===== config.mk =====
export PLATFORM = sky130hd
export DESIGN_NAME = uabr_top
export DESIGN_NICKNAME = d
export VERILOG_FILES = /design/src/uabr_pkg.sv /design/src/uabr_top.sv /design/src/uabr_sync.sv
export SDC_FILE = /design/constraint.sdc
export NUM_CORES = 1
export LEC_CHECK = 0
export BUFFER_PORTS_ARGS = -buffer_cell sky130_fd_sc_hd__clkbuf_2
export CAP_MARGIN = 20
export CORE_AREA = 2 2 125 127
export CTS_BUF_LIST = sky130_fd_sc_hd__clkbuf_8
export CTS_CLUSTER_SIZE = 14
export DETAILED_ROUTE_END_ITERATION = 7
export DIE_AREA = 0 0 127 129
export GPL_TIMING_DRIVEN = 0
export HOLD_SLACK_MARGIN = 0.02
export PLACE_DENSITY = 0.66
export SYNTH_ARGS = -nofsm -noshare
export SYNTH_HDL_FRONTEND = slang
export SYNTH_SLANG_ARGS = --single-unit

===== constraint.sdc =====
create_clock -name clk -period 3.3 [get_ports clk]
set_input_delay 0.165 -clock clk [delete_from_list [all_inputs] [get_ports clk]]
set_output_delay 0.165 -clock clk [all_outputs]
set_load 0.01 [all_outputs]

===== src/uabr_pkg.sv =====
// uabr_pkg: constants of the baud generator and receiver block
package uabr_pkg;
   // ------------------------------------------------------------
   // register offsets (byte addresses, word aligned)
   // ------------------------------------------------------------
   localparam logic [4:0] OFS_MODE     = 5'h00;
   localparam logic [4:0] OFS_DIVISOR  = 5'h04;
   localparam logic [4:0] OFS_STATUS   = 5'h08;
   localparam logic [4:0] OFS_HOLDING  = 5'h0C;
   localparam logic [4:0] OFS_IRQ_EN   = 5'h10;
   localparam logic [4:0] OFS_IRQ_DIS  = 5'h14;
   localparam logic [4:0] OFS_IRQ_MASK = 5'h18;
   // ------------------------------------------------------------
   // mode register fields
   // ------------------------------------------------------------
   localparam int MODE_W        = 11;
   localparam int MODE_LEN_LSB  = 0;
   localparam int MODE_CSEL_LSB = 4;
   localparam int MODE_SYNC_BIT = 7;
   localparam int MODE_PAR_LSB  = 8;
   localparam logic [MODE_W-1:0] MODE_RST = 11'h400;
   localparam logic [15:0]       DIV_RST  = 16'h0000;
   // ------------------------------------------------------------
   // status bits, shared by status and mask registers
   // ------------------------------------------------------------
   localparam int ST_W       = 5;
   localparam int ST_RDY_BIT = 0;
   localparam int ST_OVR_BIT = 1;
   localparam int ST_PAR_BIT = 2;
   localparam int ST_FRM_BIT = 3;
   localparam int ST_BRK_BIT = 4;
   localparam logic [ST_W-1:0] ST_RST = 5'h00;
   // ------------------------------------------------------------
   // parity settings
   // ------------------------------------------------------------
   localparam logic [2:0] PAR_EVEN  = 3'h0;
   localparam logic [2:0] PAR_ODD   = 3'h1;
   localparam logic [2:0] PAR_SPACE = 3'h2;
   localparam logic [2:0] PAR_MARK  = 3'h3;
   // ------------------------------------------------------------
   // timing counts, in sample ticks or core cycles
   // ------------------------------------------------------------
   localparam logic [2:0] PRESCALE_LAST = 3'h7;
   localparam logic [2:0] START_LOW_MIN = 3'h7;
   localparam logic [4:0] FIRST_WAIT    = 5'h10;
   localparam logic [4:0] BIT_WAIT      = 5'h0F;
   localparam logic [1:0] BRK_END_ASYNC = 2'h2;
   localparam logic [1:0] BRK_END_SYNC  = 2'h1;
   localparam int         MIN_DATA_BITS = 5;
   localparam logic [2:0] MAX_LEN_CODE  = 3'h4;
   localparam int         RX_STORE_W    = 11;
   typedef enum logic [1:0] {UABR_HUNT, UABR_DATA, UABR_BRK} uabr_state_t;
endpackage : uabr_pkg


===== src/uabr_top.sv =====
// uabr_top: baud rate generator and serial receiver with Avalon-MM registers
// How it works
// baud source is the serial clock pin, core clock, or core clock over eight
// asynchronous: selected clock over sixteen times divisor; zero divisor stops it
// synchronous internal: selected clock over divisor; zero divisor stops it
// synchronous with source upper bit set: serial clock pin used directly, undivided
// external clock levels exceed one core period, frequency under 40% core
// mode bit 7 picks asynchronous (0) or synchronous (1) operation
// asynchronous start accepted only after more than 7 low samples
// first bit sampled 24 ticks after start edge, then every 16
// synchronous: sample on each bit clock edge, low marks a start
// finished character goes to holding register, ready flag set after stop
// new character before holding register is read sets overrun flag
// parity over data bits per setting; mismatch sets parity error flag
// stop bit low with any data bit high sets framing error flag
// character length programmable from 5 to 9 data bits
// receive transfer channel moves characters without software help
// break: whole character low sets break flag at the stop sample
// interrupt asserted while any status flag and its mask bit are set
// reset restarts hunting, clears divider and all status flags
`timescale 1ns/100ps
module uabr_top (
   input  wire logic        clk,
   input  wire logic        rst,
   input  wire logic [4:0]  avs_address,
   input  wire logic        avs_read,
   input  wire logic        avs_write,
   input  wire logic [31:0] avs_writedata,
   output logic [31:0]      avs_readdata,
   output logic             avs_waitrequest,
   input  wire logic        rxd,
   input  wire logic        sck,
   output logic             irq,
   output logic             rx_xfer_req,
   input  wire logic        rx_xfer_ack,
   output logic [8:0]       rx_xfer_data
);
   // ------------------------------------------------------------
   // helpers
   // ------------------------------------------------------------
   function automatic logic [3:0] data_bits(input logic [2:0] code);
      logic [2:0] c;
      c = (code > uabr_pkg::MAX_LEN_CODE) ? uabr_pkg::MAX_LEN_CODE : code;
      data_bits = 4'(uabr_pkg::MIN_DATA_BITS) + {1'b0, c};
   endfunction : data_bits

   function automatic logic exp_parity(input logic [8:0] d, input logic [2:0] p);
      case (p)
         uabr_pkg::PAR_EVEN:  exp_parity = ^d;
         uabr_pkg::PAR_ODD:   exp_parity = ~(^d);
         uabr_pkg::PAR_SPACE: exp_parity = 1'b0;
         uabr_pkg::PAR_MARK:  exp_parity = 1'b1;
         default:             exp_parity = 1'b0;
      endcase
   endfunction : exp_parity

   // ------------------------------------------------------------
   // pin synchronisers
   // ------------------------------------------------------------
   logic [1:0] pins_s;
   logic       sck_d_q;

   uabr_sync u_sync (
      .clk      (clk),
      .rst      (rst),
      .pin_in   ({sck, rxd}),
      .pin_sync (pins_s)
   );

   wire rx_s     = pins_s[0];
   wire sck_s    = pins_s[1];
   wire sck_rise = sck_s & ~sck_d_q;

   // ------------------------------------------------------------
   // registers and bus decode
   // ------------------------------------------------------------
   logic [uabr_pkg::MODE_W-1:0] mode_q;
   logic [15:0]                 divisor_q;
   logic [uabr_pkg::ST_W-1:0]   stat_q;
   logic [uabr_pkg::ST_W-1:0]   mask_q;
   logic [8:0]                  hold_q;
   logic                        unread_q;

   wire       bus_ack  = (avs_read | avs_write) & ~avs_waitrequest;
   wire       wr_ack   = bus_ack & avs_write;
   wire       rd_ack   = bus_ack & avs_read;
   wire       wr_mode  = wr_ack & (avs_address == uabr_pkg::OFS_MODE);
   wire       wr_div   = wr_ack & (avs_address == uabr_pkg::OFS_DIVISOR);
   wire       wr_ien   = wr_ack & (avs_address == uabr_pkg::OFS_IRQ_EN);
   wire       wr_idis  = wr_ack & (avs_address == uabr_pkg::OFS_IRQ_DIS);
   wire       rd_stat  = rd_ack & (avs_address == uabr_pkg::OFS_STATUS);
   wire       rd_hold  = rd_ack & (avs_address == uabr_pkg::OFS_HOLDING);
   wire       consume  = rd_hold | rx_xfer_ack;

   // mode select
   wire       sync_md  = mode_q[uabr_pkg::MODE_SYNC_BIT];
   wire [1:0] csel     = mode_q[uabr_pkg::MODE_CSEL_LSB +: 2];
   wire [2:0] len_code = mode_q[uabr_pkg::MODE_LEN_LSB +: 3];
   wire [2:0] par_set  = mode_q[uabr_pkg::MODE_PAR_LSB +: 3];
   wire       par_en   = ~par_set[2];

   logic [31:0] rd_mux;
   always_comb begin
      case (avs_address)
         uabr_pkg::OFS_MODE:     rd_mux = {21'h0, mode_q};
         uabr_pkg::OFS_DIVISOR:  rd_mux = {16'h0, divisor_q};
         uabr_pkg::OFS_STATUS:   rd_mux = {27'h0, stat_q};
         uabr_pkg::OFS_HOLDING:  rd_mux = {23'h0, hold_q};
         uabr_pkg::OFS_IRQ_MASK: rd_mux = {27'h0, mask_q};
         default:                rd_mux = 32'h0;
      endcase
   end

   // one wait cycle, then a single ready cycle per request
   always_ff @(posedge clk or posedge rst) begin
      if (rst) begin
         avs_waitrequest <= 1'b1;
         avs_readdata    <= 32'h0;
      end else begin
         avs_waitrequest <= ~((avs_read | avs_write) & avs_waitrequest);
         avs_readdata    <= rd_mux;
      end
   end

   always_ff @(posedge clk or posedge rst) begin
      if (rst) begin
         mode_q    <= uabr_pkg::MODE_RST;
         divisor_q <= uabr_pkg::DIV_RST;
      end else begin
         if (wr_mode)
            mode_q <= avs_writedata[uabr_pkg::MODE_W-1:0];
         if (wr_div)
            divisor_q <= avs_writedata[15:0];
      end
   end

   // ------------------------------------------------------------
   // baud rate generator
   // ------------------------------------------------------------
   logic [2:0]  pre_q;
   logic [15:0] div_cnt_q;

   // source select
   wire pre_en  = (pre_q == uabr_pkg::PRESCALE_LAST);
   wire sel_en  = csel[1] ? sck_rise : (csel[0] ? pre_en : 1'b1);
   // zero divisor gives no tick
   wire div_hit = sel_en & (divisor_q != 16'h0) & (div_cnt_q >= divisor_q - 16'h1);
   // undivided pin clock
   wire ext_bit = sync_md & csel[1];
   // async: 16x sample tick; sync: bit tick
   wire rx_tick = ext_bit ? sck_rise : div_hit;

   // divider restarts from zero
   always_ff @(posedge clk or posedge rst) begin
      if (rst) begin
         pre_q     <= 3'h0;
         div_cnt_q <= 16'h0;
         sck_d_q   <= 1'b1;
      end else begin
         pre_q   <= pre_q + 3'h1;
         sck_d_q <= sck_s;
         if (div_hit | wr_div)
            div_cnt_q <= 16'h0;
         else if (sel_en)
            div_cnt_q <= div_cnt_q + 16'h1;
      end
   end

   // ------------------------------------------------------------
   // receiver
   // ------------------------------------------------------------
   uabr_pkg::uabr_state_t state_q;
   logic [2:0]  low_q;
   logic [4:0]  wait_q;
   logic [3:0]  idx_q;
   logic [1:0]  hi_q;
   logic [uabr_pkg::RX_STORE_W-1:0] bits_q;

   // five to nine bits
   wire [3:0] n_data   = data_bits(len_code);
   wire [3:0] last_idx = n_data + {3'h0, par_en};
   wire [8:0] dmask    = 9'(({1'b0, 9'h1FF} >> (4'h9 - n_data)));
   wire [8:0] rx_data  = bits_q[8:0] & dmask;
   // sample near mid-bit
   wire sample   = (state_q == uabr_pkg::UABR_DATA) & rx_tick & (sync_md | (wait_q == 5'h0));
   wire done     = sample & (idx_q == last_idx);
   // start qualified by low run
   wire async_st = ~sync_md & rx_tick & ~rx_s & (low_q == uabr_pkg::START_LOW_MIN);
   // sync start on one low sample
   wire sync_st  = sync_md & rx_tick & ~rx_s;
   wire go_data  = (state_q == uabr_pkg::UABR_HUNT) & (async_st | sync_st);
   wire par_bit  = bits_q[n_data];
   // parity check
   wire par_bad  = done & par_en & (par_bit != exp_parity(rx_data, par_set));
   // framing check
   wire frm_bad  = done & ~rx_s & (|rx_data);
   // all low incl. parity and stop
   wire brk_det  = done & ~rx_s & ~(|rx_data) & ~(par_en & par_bit);
   wire [1:0] hi_need = sync_md ? uabr_pkg::BRK_END_SYNC : uabr_pkg::BRK_END_ASYNC;
   wire brk_end  = (state_q == uabr_pkg::UABR_BRK) & rx_tick & rx_s & (hi_q + 2'h1 >= hi_need);

   // reset returns to hunting
   always_ff @(posedge clk or posedge rst) begin
      if (rst) begin
         state_q <= uabr_pkg::UABR_HUNT;
         low_q   <= 3'h0;
         wait_q  <= 5'h0;
         idx_q   <= 4'h0;
         hi_q    <= 2'h0;
         bits_q  <= '0;
      end else begin
         case (state_q)
            uabr_pkg::UABR_HUNT: begin
               if (go_data) begin
                  state_q <= uabr_pkg::UABR_DATA;
                  wait_q  <= uabr_pkg::FIRST_WAIT;
                  idx_q   <= 4'h0;
                  bits_q  <= '0;
                  low_q   <= 3'h0;
               end else if (rx_tick)
                  low_q <= rx_s ? 3'h0 : low_q + 3'h1;
            end
            uabr_pkg::UABR_DATA: begin
               if (rx_tick & ~sync_md)
                  wait_q <= (wait_q == 5'h0) ? uabr_pkg::BIT_WAIT : wait_q - 5'h1;
               if (sample) begin
                  bits_q[idx_q] <= rx_s;
                  idx_q         <= idx_q + 4'h1;
               end
               if (done) begin
                  hi_q    <= 2'h0;
                  state_q <= brk_det ? uabr_pkg::UABR_BRK : uabr_pkg::UABR_HUNT;
               end
            end
            uabr_pkg::UABR_BRK: begin
               // line must return high before a new start can be hunted
               if (brk_end)
                  state_q <= uabr_pkg::UABR_HUNT;
               else if (rx_tick)
                  hi_q <= rx_s ? hi_q + 2'h1 : 2'h0;
            end
            default: state_q <= uabr_pkg::UABR_HUNT;
         endcase
      end
   end

   // ------------------------------------------------------------
   // holding register, status flags and interrupt
   // ------------------------------------------------------------
   logic [uabr_pkg::ST_W-1:0] ev_set;
   always_comb begin
      ev_set = '0;
      // ready after stop sample
      ev_set[uabr_pkg::ST_RDY_BIT] = done;
      // overrun on unread holding data
      ev_set[uabr_pkg::ST_OVR_BIT] = done & unread_q & ~consume;
      ev_set[uabr_pkg::ST_PAR_BIT] = par_bad;
      ev_set[uabr_pkg::ST_FRM_BIT] = frm_bad;
      ev_set[uabr_pkg::ST_BRK_BIT] = brk_det | brk_end;
   end

   // a status read clears only the bits it returned, so an event in its wait cycle survives
   wire [uabr_pkg::ST_W-1:0] st_rd  = {uabr_pkg::ST_W{rd_stat}} & avs_readdata[uabr_pkg::ST_W-1:0];
   wire [uabr_pkg::ST_W-1:0] st_clr = st_rd | {{(uabr_pkg::ST_W-1){1'b0}}, consume};

   // events win over a clearing read in the same cycle
   always_ff @(posedge clk or posedge rst) begin
      if (rst) begin
         stat_q   <= uabr_pkg::ST_RST;
         mask_q   <= uabr_pkg::ST_RST;
         hold_q   <= 9'h0;
         unread_q <= 1'b0;
         irq      <= 1'b0;
      end else begin
         stat_q <= (stat_q & ~st_clr) | ev_set;
         // enable and disable writes
         if (wr_ien)
            mask_q <= mask_q | avs_writedata[uabr_pkg::ST_W-1:0];
         else if (wr_idis)
            mask_q <= mask_q & ~avs_writedata[uabr_pkg::ST_W-1:0];
         // transfer to holding register
         if (done)
            hold_q <= rx_data;
         unread_q <= done | (unread_q & ~consume);
         // interrupt level
         irq <= |(stat_q & mask_q);
      end
   end

   // receive transfer channel
   assign rx_xfer_req  = unread_q;
   assign rx_xfer_data = hold_q;
endmodule : uabr_top


===== src/uabr_sync.sv =====
// uabr_sync: two flip-flop synchroniser for the serial pins
`timescale 1ns/100ps
module uabr_sync (
   input  wire logic       clk,
   input  wire logic       rst,
   input  wire logic [1:0] pin_in,
   output logic [1:0]      pin_sync
);
   logic [1:0] meta_q;

   // first stage feeds only the second stage
   always_ff @(posedge clk or posedge rst) begin
      if (rst) begin
         meta_q   <= 2'h3;
         pin_sync <= 2'h3;
      end else begin
         meta_q   <= pin_in;
         pin_sync <= meta_q;
      end
   end
endmodule : uabr_sync


Word-level counts from Yosys, hierarchy flattened
Index checks and enable logic that the tools add are counted.
{"block": "totals", "ff_bits": 132, "out_inout_bits": 44, "wordCells": 179, "inputBits": 44}
{"block": "classes", "n_shift": 1, "eq_ne": 21, "add_sub_neg": 10, "n_bitwise": 63, "n_reduce_logical": 19, "mux": 39, "order_cmp": 6}
{"op": "16-bit one-hot mux with 5 select lines", "count": 1}
{"op": "1-bit AND", "count": 36}
{"op": "16-bit 2-to-1 mux", "count": 2}
{"op": "5-bit 2-to-1 mux", "count": 5}
{"op": "11-bit 2-to-1 mux", "count": 2}
{"op": "11-bit one-hot mux with 2 select lines", "count": 1}
{"op": "5-bit AND", "count": 4}
{"op": "2-bit 2-to-1 mux", "count": 9}
{"op": "16-bit by 1-bit adder with 16-bit output (second input constant)", "count": 1}
{"op": "16-bit greater-or-equal comparator", "count": 1}
{"op": "16-bit nonzero test", "count": 1}
{"op": "16-bit by 1-bit subtractor with 16-bit output (second input constant)", "count": 1}
{"op": "5-bit == test (second input constant)", "count": 3}
{"op": "3-bit 2-to-1 mux", "count": 4}
{"op": "2-bit inequality test (second input constant)", "count": 6}
{"op": "11-bit bitwise mux", "count": 1}
{"op": "5-bit by 4-bit == test with 1-bit output (second input constant)", "count": 2}
{"op": "5-bit zero test", "count": 2}
{"op": "4-bit by 5-bit < comparator with 1-bit output (second input constant)", "count": 2}
{"op": "1-bit inverter", "count": 10}
{"op": "5-bit inverter", "count": 2}
{"op": "5-bit OR", "count": 2}
{"op": "5-bit one-hot mux with 2 select lines", "count": 1}
{"op": "2-bit nonzero test", "count": 5}
{"op": "40 further kinds", "count": 55}

Logic depth before layout (Yosys ltp)
Gate-level depths: netlist of run 1.
{"block": "depth", "depth_word": 15, "mapped_depth": 17, "ltp_nobuf": 16}

Hierarchy
A second synthesis of run 1 with hierarchy kept.
{"block": "unflattened", "hier_cells": 622, "area_unflattened_um2": 6497.5}
{"mod": "uabr_top", "cells_each": 617, "area_each_um2": 6388.6, "instances": 1, "seq_area_each_um2": 2806.4}
{"mod": "uabr_sync", "cells_each": 5, "area_each_um2": 108.9, "instances": 1, "seq_area_each_um2": 105.1}

Worst setup path after synthesis of run 1
OpenSTA, ideal clock, no wires.
{"block": "synth_path", "kind": "register to register", "startpoint": "reg mode_q[2] (netlist bit)", "endpoint": "reg stat_q[2] (netlist bit)", "arrival_ps": 3377, "path_stages_with_launch": 17, "path_slack_ps": -172, "period_less_slack_ps": 3472, "required_time_ps": 3205, "setup_ps": 95, "n_path_buf": 1, "cell_sequence": "dfrtp_1 -> nand2b_1 -> buf_2 -> inv_1 -> ha_1 -> xnor2_1 -> inv_1 -> ha_1 -> ha_1 -> a211o_1 -> ha_1 -> xnor2_1 -> xnor3_1 -> nor2_1 -> xor2_1 -> xnor2_1 -> o31ai_1"}
{"block": "synth_between", "elab_chain_len": 12, "word_cells_on_any_way": 18, "classes_between": "3 x add/sub; 1 x order compare; 2 x eq/ne; 1 x shift; 4 x mux; 6 x bitwise; 1 x reduce/logical"}
{"item": "start, declared", "line_no": "uabr_top.sv:77", "rtl": "logic [uabr_pkg::MODE_W-1:0] mode_q;"}
{"item": "start signal, assigned", "line_no": "uabr_top.sv:127", "rtl": "mode_q <= uabr_pkg::MODE_RST;"}
{"item": "start signal, assigned", "line_no": "uabr_top.sv:131", "rtl": "mode_q <= avs_writedata[uabr_pkg::MODE_W-1:0];"}
{"item": "3-bit > comparator", "line_no": "uabr_top.sv:43", "rtl": "c = (code > uabr_pkg::MAX_LEN_CODE) ? uabr_pkg::MAX_LEN_CODE : code;"}
{"item": "3-bit 2-to-1 mux (*)", "line_no": "uabr_top.sv:43"}
{"item": "3-bit by 3-bit adder with 4-bit output (*)", "line_no": "uabr_top.sv:44", "rtl": "data_bits = 4'(uabr_pkg::MIN_DATA_BITS) + {1'b0, c};"}
{"item": "4-bit subtractor", "line_no": "uabr_top.sv:182", "rtl": "wire [8:0] dmask = 9'(({1'b0, 9'h1FF} >> (4'h9 - n_data)));"}
{"item": "9-bit by 4-bit right shift with 9-bit output", "line_no": "uabr_top.sv:182"}
{"item": "9-bit AND", "line_no": "uabr_top.sv:183", "rtl": "wire [8:0] rx_data = bits_q[8:0] & dmask;"}
{"item": "9-bit parity", "line_no": "uabr_top.sv:49, uabr_top.sv:50"}
{"item": "1-bit inverter", "line_no": "uabr_top.sv:50", "rtl": "uabr_pkg::PAR_ODD: exp_parity = ~(^d);"}
{"item": "1-bit one-hot mux with 3 select lines", "line_no": "uabr_top.sv:48", "rtl": "case (p)"}
{"item": "1-bit inequality test", "line_no": "uabr_top.sv:194", "rtl": "wire par_bad = done & par_en & (par_bit != exp_parity(rx_data, par_set));"}
{"item": "1-bit AND (*)", "line_no": "uabr_top.sv:194"}
{"item": "5-bit OR (*)", "line_no": "uabr_top.sv:275", "rtl": "stat_q <= (stat_q & ~st_clr) | ev_set;"}
{"item": "end signal, assigned", "line_no": "uabr_top.sv:269", "rtl": "stat_q <= uabr_pkg::ST_RST;"}
{"item": "end signal, assigned", "line_no": "uabr_top.sv:275"}
{"item": "end, declared", "line_no": "uabr_top.sv:79", "rtl": "logic [uabr_pkg::ST_W-1:0] stat_q;"}
Every way passes the cells marked *; elsewhere a longest branch is shown, timed or not. The select of a mux whose other input is x is not followed.
A chain may end at the register's enable or synchronous reset.

Worst setup path after layout of run 1
{"block": "layout_path", "startpoint": "reg divisor_q[1]", "endpoint": "reg bits_q[4] (netlist bit)"}
{"block": "layout_between", "elab_chain_len": 11, "word_cells_on_any_way": 18, "classes_between": "1 x add/sub; 1 x order compare; 2 x eq/ne; 1 x mux; 11 x bitwise; 2 x reduce/logical"}
{"item": "start, declared", "line_no": "uabr_top.sv:78", "rtl": "logic [15:0] divisor_q;"}
{"item": "start signal, assigned", "line_no": "uabr_top.sv:128", "rtl": "divisor_q <= uabr_pkg::DIV_RST;"}
{"item": "start signal, assigned", "line_no": "uabr_top.sv:133", "rtl": "divisor_q <= avs_writedata[15:0];"}
{"item": "16-bit by 1-bit subtractor with 16-bit output or 16-bit nonzero test (tied branches)", "line_no": "uabr_top.sv:147", "rtl": "wire div_hit = sel_en & (divisor_q != 16'h0) & (div_cnt_q >= divisor_q - 16'h1);"}
{"item": "16-bit greater-or-equal comparator or 1-bit AND (tied branches)", "line_no": "uabr_top.sv:147"}
{"item": "1-bit AND (*)", "line_no": "uabr_top.sv:147"}
{"item": "1-bit 2-to-1 mux (*)", "line_no": "uabr_top.sv:151", "rtl": "wire rx_tick = ext_bit ? sck_rise : div_hit;"}
{"item": "1-bit AND (3 in series)", "line_no": "uabr_top.sv:188", "rtl": "wire async_st = ~sync_md & rx_tick & ~rx_s & (low_q == uabr_pkg::START_LOW_MIN);"}
{"item": "1-bit OR", "line_no": "uabr_top.sv:191", "rtl": "wire go_data = (state_q == uabr_pkg::UABR_HUNT) & (async_st | sync_st);"}
{"item": "1-bit AND", "line_no": "uabr_top.sv:191"}
{"item": "2-bit inequality test (no line)"}
{"item": "3-bit AND reduction (no line) (*)"}
{"item": "end signal, assigned by index", "line_no": "uabr_top.sv:227", "rtl": "bits_q[idx_q] <= rx_s;"}
{"item": "end, declared", "line_no": "uabr_top.sv:177", "rtl": "logic [uabr_pkg::RX_STORE_W-1:0] bits_q;"}
Every way passes the cells marked *; elsewhere a longest branch is shown, timed or not.

==> results of run 1 <==
==> state kept, by name, summed over array words and instances (netlist names), named ones only <==
name,cells
irq,1
u_sync.meta_q,2
idx_q,4
wait_q,5
rx_xfer_req,1
u_sync.pin_sync,2
mode_q,11
rx_xfer_data,9
sck_d_q,1
state_q,2
avs_readdata,16
stat_q,5
low_q,3
divisor_q,16
bits_q,11
pre_q,3
hi_q,2
avs_waitrequest,1
div_cnt_q,16
==> path summary, 6_finish.rpt <==
path	startpoint	slack, ns	cells past startpoint	endpoint
max in group asynchronous	rst	2.15	4	mode_q[10]
hold reg to reg	u_sync.meta_q[0]	0.36	0	u_sync.pin_sync[0]
setup / recovery	divisor_q[1]	-0.14	12	bits_q[4]
hold / removal	avs_address[3]	0.20	3	avs_readdata[8]
min in group asynchronous	rst	0.35	3	wait_q[1]
setup reg to reg	divisor_q[1]	-0.14	12	bits_q[4]
==> report_power, final <==
group	leakage [uW]	internal [uW]	switching (uW)	total, uW
clock	0.000194	683	588	1270
sequential	0.00153	1580	189	1770
combinational	0.00245	756	813	1570
total	0.00417	3020	1590	4610
==> metrics by stage <==
step           utilization  cell area [sq um]  std cells  hold WS [ns]
2_1_floorplan            -               6710        666         0.169
6_report             0.576               8620       1000         0.199
5_1_grt              0.576               8620       1000         0.199
4_1_cts              0.544               8150        979         0.172
3_3_place_gp         0.481               7210        907         0.254
3_5_place_dp         0.483               7240        908         0.254
==> layout by cell type (no fill, tap or decap), types with 4 or more instances in the layout <==
master / instances
buf_4: 51
clkbuf_1: 6
dfrtp_1: 102
buf_2: 7
nor2_1: 47
and4_1: 4
clkbuf_2: 53
clkinv_2: 5
dfstp_2: 7
nand2b_1: 9
ha_1: 33
conb_1: 16
nand4_1: 8
nand3b_1: 4
mux2_2: 34
clkbuf_8: 18
dfrtp_2: 7
buf_6: 7
nand3_1: 9
ha_4: 9
dlygate4sd3_1: 22
nor3_4: 4
inv_1: 32
o21ai_0: 19
xnor2_1: 15
a221o_1: 16
xor2_1: 21
and2_1: 6
mux2i_1: 23
and3_1: 7
nand2_1: 75
nor3_1: 12
a21oi_1: 25
==> area by class of cell <==
type	instances	area (sq um)	share of cell area
multi-input combinational	476	3820	0.444
tap	188	235	0.0273
inverter	37	144	0.0167
buffer	37	256	0.0297
clock buffer	18	248	0.0287
clock inverter	13	135	0.0157
sequential	116	2920	0.339
timing repair buffer	115	860	0.0997
==> layer usage <==
metal  GRT usage  up-vias  routed length [um]
li1            -     2558                   -
met1       0.263     2704                7540
met2       0.352      169                8480
met3      0.0474       34                 778
met4      0.0808        0                 400
met5           0        -                   0
==> worst reg2reg max path, cell delays in order, from the launching register on <==
cell       delay, ns
dfrtp_2         0.45
nor4_4          0.34
nand2_2         0.11
or3_1           0.37
xor2_2          0.19
ha_4            0.30
nand4_4         0.16
nor3_4          0.28
nor3_4          0.09
a32oi_4         0.31
o2111ai_2       0.18
buf_6           0.19
a221o_1         0.35
==> cell families (layout without fill, tap and decap cells) <==
logic type / after synthesis / count (layout)
other cells: 1 / 16
mux: 60 / 60
simple gates: 223 / 223
flops: 116 / 116
fa+ha+maj: 42 / 42
buf+inv: 74 / 220
xor+xnor: 41 / 41
compound gates: 94 / 94
==> what timing repair did <==
action                                  4_1_cts  5_1_grt
resized for setup                            37       55
endpoints found under the hold margin        76        0
setup buffers                                18       19
endpoints found under the setup margin       58       51
cloned                                        0        2
pin swaps                                     9       24
hold buffers                                 22        0
==> flow_summary.toml, run 1 <==
[job]
max_cap_viol_count = 0

[setup_path]
worst_path_largest_cell_delay_ns = 0.45
critPathLaunchType = "flip-flop"
worst-setup-path-type = "flip-flop to flip-flop"
cpMaxStageDelayCell = "dfrtp_2"
critPathMaxFanout = 10
critical_path_arrival_ns = 3.76
critical_path.cell_chain = "nor4_4 -> nand2_2 -> or3_1 -> xor2_2 -> ha_4 -> nand4_4 -> nor3_4 -> nor3_4 -> a32oi_4 -> o2111ai_2 -> buf_6 -> a221o_1"
crit_buf_inv = 1
dominant_cell_type_by_count_on_the_critical_path = "nor3_4"
timing.critical_path.required_ns = 3.62
path_delay_family = "simple AND/OR/NAND/NOR gates"
crit_path_end_kind = "flip-flop"

[synthesis]
mappedNetlistArea_sq_um = 6630
synthMuxAreaShare = 0.101
netlist_top_cells_area = "dfrtp_1 41%, ha_1 7.9%, mux2_2 5.8%, nand2_1 4.5%, mux2i_1 3.6%"
post_synth_fa_ha_maj_area_fraction = 0.0792
synth_largest_area_cell = "dfrtp_1"
post_synth_inst_count = 651
post_synth_most_frequent_cells = "109 x dfrtp_1, 79 x nand2_1, 47 x nor2_1"
synth_enable_flop_cells = 0
library_cell_with_the_highest_instance_count_after_synthesis = "dfrtp_1"
synth-compound-area-share = 0.0992
dominantRegCellSynth = "dfrtp_1"
synth_simple_gate_area_share = 0.168
synth-warning-count = 0
seq_total_area_yosys = 0.439
postSynthAreaPerCell_sq_um = 10.2
main_combinational_cell_family_by_area_after_synthesis = "simple AND/OR/NAND/NOR gates"
postSynthRegisterBits = 116
synth_top_cell_area_share = 0.411
synthXorXnorAreaFrac = 0.0562
synth-async-reset-ratio = 1.00
ys_types = 65

[timing]
finalHoldViolations = 0
slew_headroom = 0.200
fin_ws_ns = -0.143
final_clock_period_utilization_by_the_worst_path = 1.04
setup-violations-final = 22
timing.fmax_mhz = 290
worst_clock_skew_ns = 0.0123
fin_setup_tns_ns = -1.66
unrepaired_setup_endpoints_after_global_routing = "yes"
worst_slew_pin_slew_ns = 1.18
fin_crit_ns = 3.44
report.final.slew_viol_count = 0

[drt]
totalWireLength_um = 17200
drt-initial-drc-count = 314
post_drt_via_cell_ratio = 5.47
wl_per_cell_um = 17.2
drt_first_pass_iters = 5
drc = 0
total_number_of_vias = 5465
ant_nets = 0

[clock_tree]
cts_htree_levels = 4
cts_tree = "built"
cts_root_buffer = "clkbuf_8"
cts.reportedPaths.clkPinSlew_ns = 0.07
cts-buffers-inserted = 17
clk_path_buf_depth = 2
tritoncts_num_sinks = 116
insertion_delay_to_the_later_sink_of_the_worst_skew_pair_ns = 0.45

[placement]
pre_cts_slack_ns = -0.617
place.detailed.hpwl_um = 12000
io_buffers = 53
gp_congestion = 0.883

[grt]
grt_max_degree = 68
grt_pass1_vias = 5384
grt_first_pass_wirelength_um = 26700
grt.overflow.total = 0
grt_antenna_before_repair = 0
grt_usage = 0.209

[power]
leakage_dissipation_uw = 0.00417
total_power_uw = 4610
powerDensity_nw_per_um2 = 535
max-vdd-ir-drop_mv = 0.292

[layout]
area.growth.synth_to_final_pct = 30.0
final_nets = 886
post_route_cells_drive_above_1_share = 0.329
diodes = 0
filler_cell_count = 1245

[die]
core.rowCount = 45
die_height_um = 129
design.die.area_sq_um = 16400
ioPinCount = 88
fp.dieW_um = 127
start_util = 0.443
placeableCoreArea_sq_um = 15000

[min_path]
timing.hold.worst.class = "primary input to flip-flop"

[outcome]
run_status = "complete, but fails checks"
violations_in_the_final_reports = "setup timing"
Note: power is estimated with default switching activity, not from simulation.
==> run 2: changes to the inputs <==
Settings changed: CORE_AREA 2 2 125 127 to 2 2 119 133, DIE_AREA 0 0 127 129 to 0 0 121 135.
==> run 2 against run 1 <==
- the flow still finishes with violations (setup timing)
- sequential power about the same
- fmax decreased by 1.4%
- worst setup slack got worse by 0.049 ns
- clock power increased by 9%
- critical path depth increased by 3
- wire length increased by 2.8%
- cell count increased by 0.70%
- total power increased by 2.8%
- critical path type unchanged
- largest power group unchanged
==> flow_summary.toml, run 2 (synthesis gave the netlist of run 1 again) <==
[drt]
drt-initial-drc-count = 353
drt_first_pass_iters = 5
totalWireLength_um = 17700
wl_per_cell_um = 17.6
drc = 0
post_drt_via_cell_ratio = 5.45
ant_nets = 0
total_number_of_vias = 5493

[setup_path]
timing.critical_path.required_ns = 3.62
critical_path.cell_chain = "inv_1 -> ha_2 -> nor3b_4 -> nand3_4 -> nor3_4 -> xnor2_1 -> ha_1 -> nand4_4 -> nor3_4 -> o311ai_4 -> a32oi_2 -> buf_6 -> o2111ai_4 -> buf_6 -> a221o_1"
worst-r2r-cell-count = 15
critPathLaunchType = "flip-flop"
cpMaxStageDelayCell = "dfrtp_2"
critical_path_arrival_ns = 3.82
critPathMaxFanout = 5
crit_path_end_kind = "flip-flop"
worst_path_largest_cell_delay_ns = 0.44
worst-setup-path-type = "flip-flop to flip-flop"

[layout]
layout_common_cells = "103 x dfrtp_1, 74 x nand2_1, 53 x clkbuf_2"
utilization = 0.579
layout_top_registers = "avs_readdata x16, div_cnt_q x16, divisor_q x16"
final_nets = 884
post_route_cells_drive_above_1_share = 0.328
area.growth.synth_to_final_pct = 29.8
layout.area.seq_sq_um = 2920
diodes = 0
filler_cell_count = 1236
layout_commonest_cell = "dfrtp_1"
area_occupied_by_multi_input_gates_sq_um = 3810

[timing]
timing.fmax_mhz = 286
report.final.slew_viol_count = 0
finalHoldViolations = 0
final_clock_period_utilization_by_the_worst_path = 1.06
fin_crit_ns = 3.49
slew_headroom = 0.412
setup-violations-final = 37
worst_clock_skew_ns = 0.0117
hold_ws_ns = 0.241
unrepaired_setup_endpoints_after_global_routing = "yes"
worst_slew_pin_slew_ns = 0.869
fin_ws_ns = -0.191

[min_path]
min_path_cells = 3
timing.hold.worst.class = "primary input to flip-flop"

[outcome]
run_status = "complete, but fails checks"
violations_in_the_final_reports = "setup timing"

[die]
die_height_um = 135
placeableCoreArea_sq_um = 14900
fp.dieW_um = 121
ioPinCount = 88
core.rowCount = 47
design.die.area_sq_um = 16300
start_util = 0.446

[grt]
grt_pass1_vias = 5534
grt_max_degree = 69
grt_first_pass_wirelength_um = 28100
grt.overflow.total = 0
grt_antenna_before_repair = 0
grt_usage = 0.222

[clock_tree]
cts_htree_levels = 4
cts_root_buffer = "clkbuf_8"
insertion_delay_to_the_later_sink_of_the_worst_skew_pair_ns = 0.44
cts_tree = "built"
tritoncts_num_sinks = 116
cts-buffers-inserted = 17
clk_path_buf_depth = 2
cts.reportedPaths.clkPinSlew_ns = 0.08

[power]
leakage_dissipation_uw = 0.00417
powerDensity_nw_per_um2 = 550
max-vdd-ir-drop_mv = 0.309
total_power_uw = 4740

[job]
max_cap_viol_count = 0

[placement]
gp_congestion = 0.921
io_buffers = 53
place.detailed.hpwl_um = 12100
-- run 2: metrics by stage --
step	setup TNS [ns]	worst slack, ns	std cells	instance area (sq um)
detailed placement	-31.00	-0.703	916	7250
finish	-4.59	-0.191	1007	8610
global placement	-155.68	-1.16	915	7220
global route	-9.98	-0.341	1007	8610
CTS	-0.770	-0.0843	997	8400
floorplan	0	0.0208	666	6710
-- run 2: metal layers --
metal,part of all wire,global-route usage,wire [um],up-vias
met5,0,0,0,-
met4,0.015,0.0762,261,0
met3,0.053,0.0376,930,25
met2,0.52,0.380,9170,187
met1,0.41,0.282,7320,2739
li1,-,-,-,2542
-- run 2: final timing paths --
path | start | to | slack [ns]
worst max-delay path | divisor_q[1] | bits_q[6] | -0.19
worst min-delay path | avs_address[3] | avs_readdata[8] | 0.24
worst max register to register | divisor_q[1] | bits_q[6] | -0.19
worst min register to register | u_sync.meta_q[1] | u_sync.pin_sync[1] | 0.36
max in group asynchronous | rst | avs_waitrequest | 2.13
min in group asynchronous | rst | bits_q[9] | 0.38
-- run 2: report_power, final --
group | internal, uW | switching [uW]
combinational | 747 | 828
sequential | 1580 | 198
clock | 796 | 590
total | 3120 | 1620
-- run 2: final cells by class --
| class | instances | area share |
|---|---|---|
| inverter | 37 | 0.0167 |
| clock buffer | 20 | 0.0320 |
| timing repair buffer | 114 | 0.0962 |
| clock inverter | 12 | 0.0163 |
| buffer | 36 | 0.0289 |
| multi-input combinational | 476 | 0.443 |
| tap | 196 | 0.0285 |
| sequential | 116 | 0.339 |
-- run 2: critical path: cells and delay by family (launching register included) --
family                   cells  cell delay (ns)
AND/OR/NAND/NOR              5             1.06
adder cells (fa/ha/maj)      2             0.53
XOR/XNOR                     1             0.09
flip-flops                   1             0.44
buffers and inverters        3             0.43
AO/OA/AOI/OAI                4             0.83
-- run 2: what timing repair did --
item | 4_1_cts | 5_1_grt
setup endpoints to repair | 58 | 57
buffers inserted | 26 | 10
gates resized for setup | 64 | 32
pin swaps | 23 | 28
hold buffers | 22 | 0
cloned | 1 | 1
endpoints found under the hold margin | 76 | 0
==> run 3: changes to the inputs <==
Settings changed: REMOVE_ABC_BUFFERS from default to 1.
==> run 3 against run 2 <==
- first-iteration DRC count increased by 8.5%
- count of clock-buffer cells in the layout did not move
- clock power down 6%
- non-clock buffer count down 31
- via count fell by 1.9%
- wire length down 0.70%
- register-to-register slack improved by 0.07 ns
- flip-flop and latch count unchanged
- total power decreased by 0.95%
- the flow still finishes with violations (setup timing)
- fmax increased by 1.9%
- combinational power about the same
- cell count fell by 3.0%
==> flow_summary.toml, run 3 (synthesis gave the netlist of run 1 again) <==
[outcome]
run_status = "complete, but fails checks"
violations_in_the_final_reports = "setup timing"

[setup_path]
worst_setup_path_startpoint = "divisor_q[3]"
timing.critical_path.required_ns = 3.64
crit_path_end = "bits_q[0]"
regToRegEndpoint = "bits_q[0]"
critPathMaxFanout = 7
critical_path_arrival_ns = 3.76
critPathLaunchType = "flip-flop"
worst_setup_slack_for_register_to_register_paths_ns = -0.13
rr_startpoint = "divisor_q[3]"
crit_path_end_kind = "flip-flop"
worst-r2r-cell-count = 12
worst-setup-path-type = "flip-flop to flip-flop"

[die]
core.rowCount = 47
die_height_um = 135
placeableCoreArea_sq_um = 14900
fp.dieW_um = 121
design.die.area_sq_um = 16300
ioPinCount = 88
start_util = 0.446

[layout]
layout_commonest_cell = "dfrtp_1"
layout_top_registers = "avs_readdata x16, div_cnt_q x16, divisor_q x16"
final_nets = 855
post_route_cells_drive_above_1_share = 0.319
stdcell_area_sq_um = 8450
utilization = 0.568
finish.cell_count_without_fillers = 977
area.growth.synth_to_final_pct = 27.4
diodes = 0
layout_common_cells = "99 x dfrtp_1, 74 x nand2_1, 55 x clkbuf_2"

[drt]
post_drt_via_cell_ratio = 5.51
wl_per_cell_um = 18.0
drt-initial-drc-count = 383
drc = 0
totalWireLength_um = 17600
drt_first_pass_iters = 5
total_number_of_vias = 5386
ant_nets = 0

[clock_tree]
clk_path_buf_depth = 2
cts.reportedPaths.clkPinSlew_ns = 0.07
cts_root_buffer = "clkbuf_8"
cts_htree_levels = 4
cts_tree = "built"
insertion_delay_to_the_later_sink_of_the_worst_skew_pair_ns = 0.47
cts-buffers-inserted = 17
tritoncts_num_sinks = 116

[timing]
timing.fmax_mhz = 292
slew_headroom = 0.391
unrepaired_setup_endpoints_after_global_routing = "yes"
report.final.slew_viol_count = 0
worst_slew_pin_slew_ns = 0.913
setup-violations-final = 30
fin_ws_ns = -0.126
finalHoldViolations = 0
final_clock_period_utilization_by_the_worst_path = 1.04
fin_crit_ns = 3.43
worst_clock_skew_ns = 0.0183

[grt]
grt_first_pass_wirelength_um = 27300
grt.overflow.total = 0
grt_usage = 0.216
grt_max_degree = 100
grt_antenna_before_repair = 0
grt_pass1_vias = 5462

[job]
max_cap_viol_count = 0

[power]
max-vdd-ir-drop_mv = 0.301
total_power_uw = 4690
leakage_dissipation_uw = 0.00402
powerDensity_nw_per_um2 = 556

[placement]
dp.cells = 881
gp_congestion = 0.889
place.detailed.hpwl_um = 11500
dpl_cell_area_sq_um = 7000
io_buffers = 55

[min_path]
timing.hold.worst.class = "primary input to asynchronous set/reset pin"
run 3: what timing repair did:
action                                  4_1_cts  5_1_grt
hold buffers                                 22        0
cloned                                        2        0
pin swaps                                    29       24
buffers inserted                             23       18
resized for setup                            58       42
hold endpoints to repair                    146        0
endpoints found under the setup margin       58       58
run 3: stage by stage:
stage                     hold slack (ns)  setup slack (ns)  setup TNS, ns
final                               0.178            -0.126          -2.26
after global routing                0.186            -0.258          -6.76
after CTS                           0.154           -0.0261         -0.177
after detailed placement            0.114             -1.13         -46.78
after global placement              0.253             -1.23        -176.37
after floorplan                     0.169            -0.274          -3.90
run 3: cell type report:
| type | count | area [sq um] |
|---|---|---|
| Clock inverter | 11 | 111 |
| Tap cell | 196 | 245 |
| Timing Repair Buffer | 119 | 891 |
| Clock buffer | 20 | 275 |
| Multi-Input combinational cell | 478 | 3850 |
| Sequential cell | 116 | 2920 |
| Fill cell | 1220 | 6430 |
| Inverter | 37 | 149 |
run 3: critical path, cell delays in order (launching register included):
cell and delay, ns:
dfrtp_2 0.44, nor4_4 0.33, nand2_2 0.12, or3_4 0.34, xor2_1 0.15, ha_1 0.36, nand4_4 0.17, nor3_4 0.29
nand2_2 0.13, a32oi_4 0.26, buf_12 0.17, o2111ai_4 0.17, a221o_1 0.38
run 3: worst min-delay path by stage:
stage               startpoint               end  slack (ns)  cells after the start
floorplan                  rxd  u_sync.meta_q[0]        0.17                      0
global placement           rxd  u_sync.meta_q[0]        0.25                      1
detailed placement         rst      div_cnt_q[6]        0.11                      2
CTS                        rst      div_cnt_q[6]        0.15                      3
global route               rst      div_cnt_q[7]        0.19                      3
finish                     rst      div_cnt_q[5]        0.18                      3
run 3: routing by layer:
metal | global-route usage | routed length (um) | up-vias
met4 | 0.106 | 587 | 0
li1 | - | - | 2495
met3 | 0.0553 | 914 | 51
met1 | 0.256 | 7220 | 2641
met5 | 0 | 0 | -
met2 | 0.364 | 8850 | 199
run 3: report_power, final:
group	internal [uW]	switching, uW	leakage, uW	total (uW)
clock	715	585	0.000203	1300
combinational	758	823	0.00229	1580
sequential	1580	232	0.00152	1810
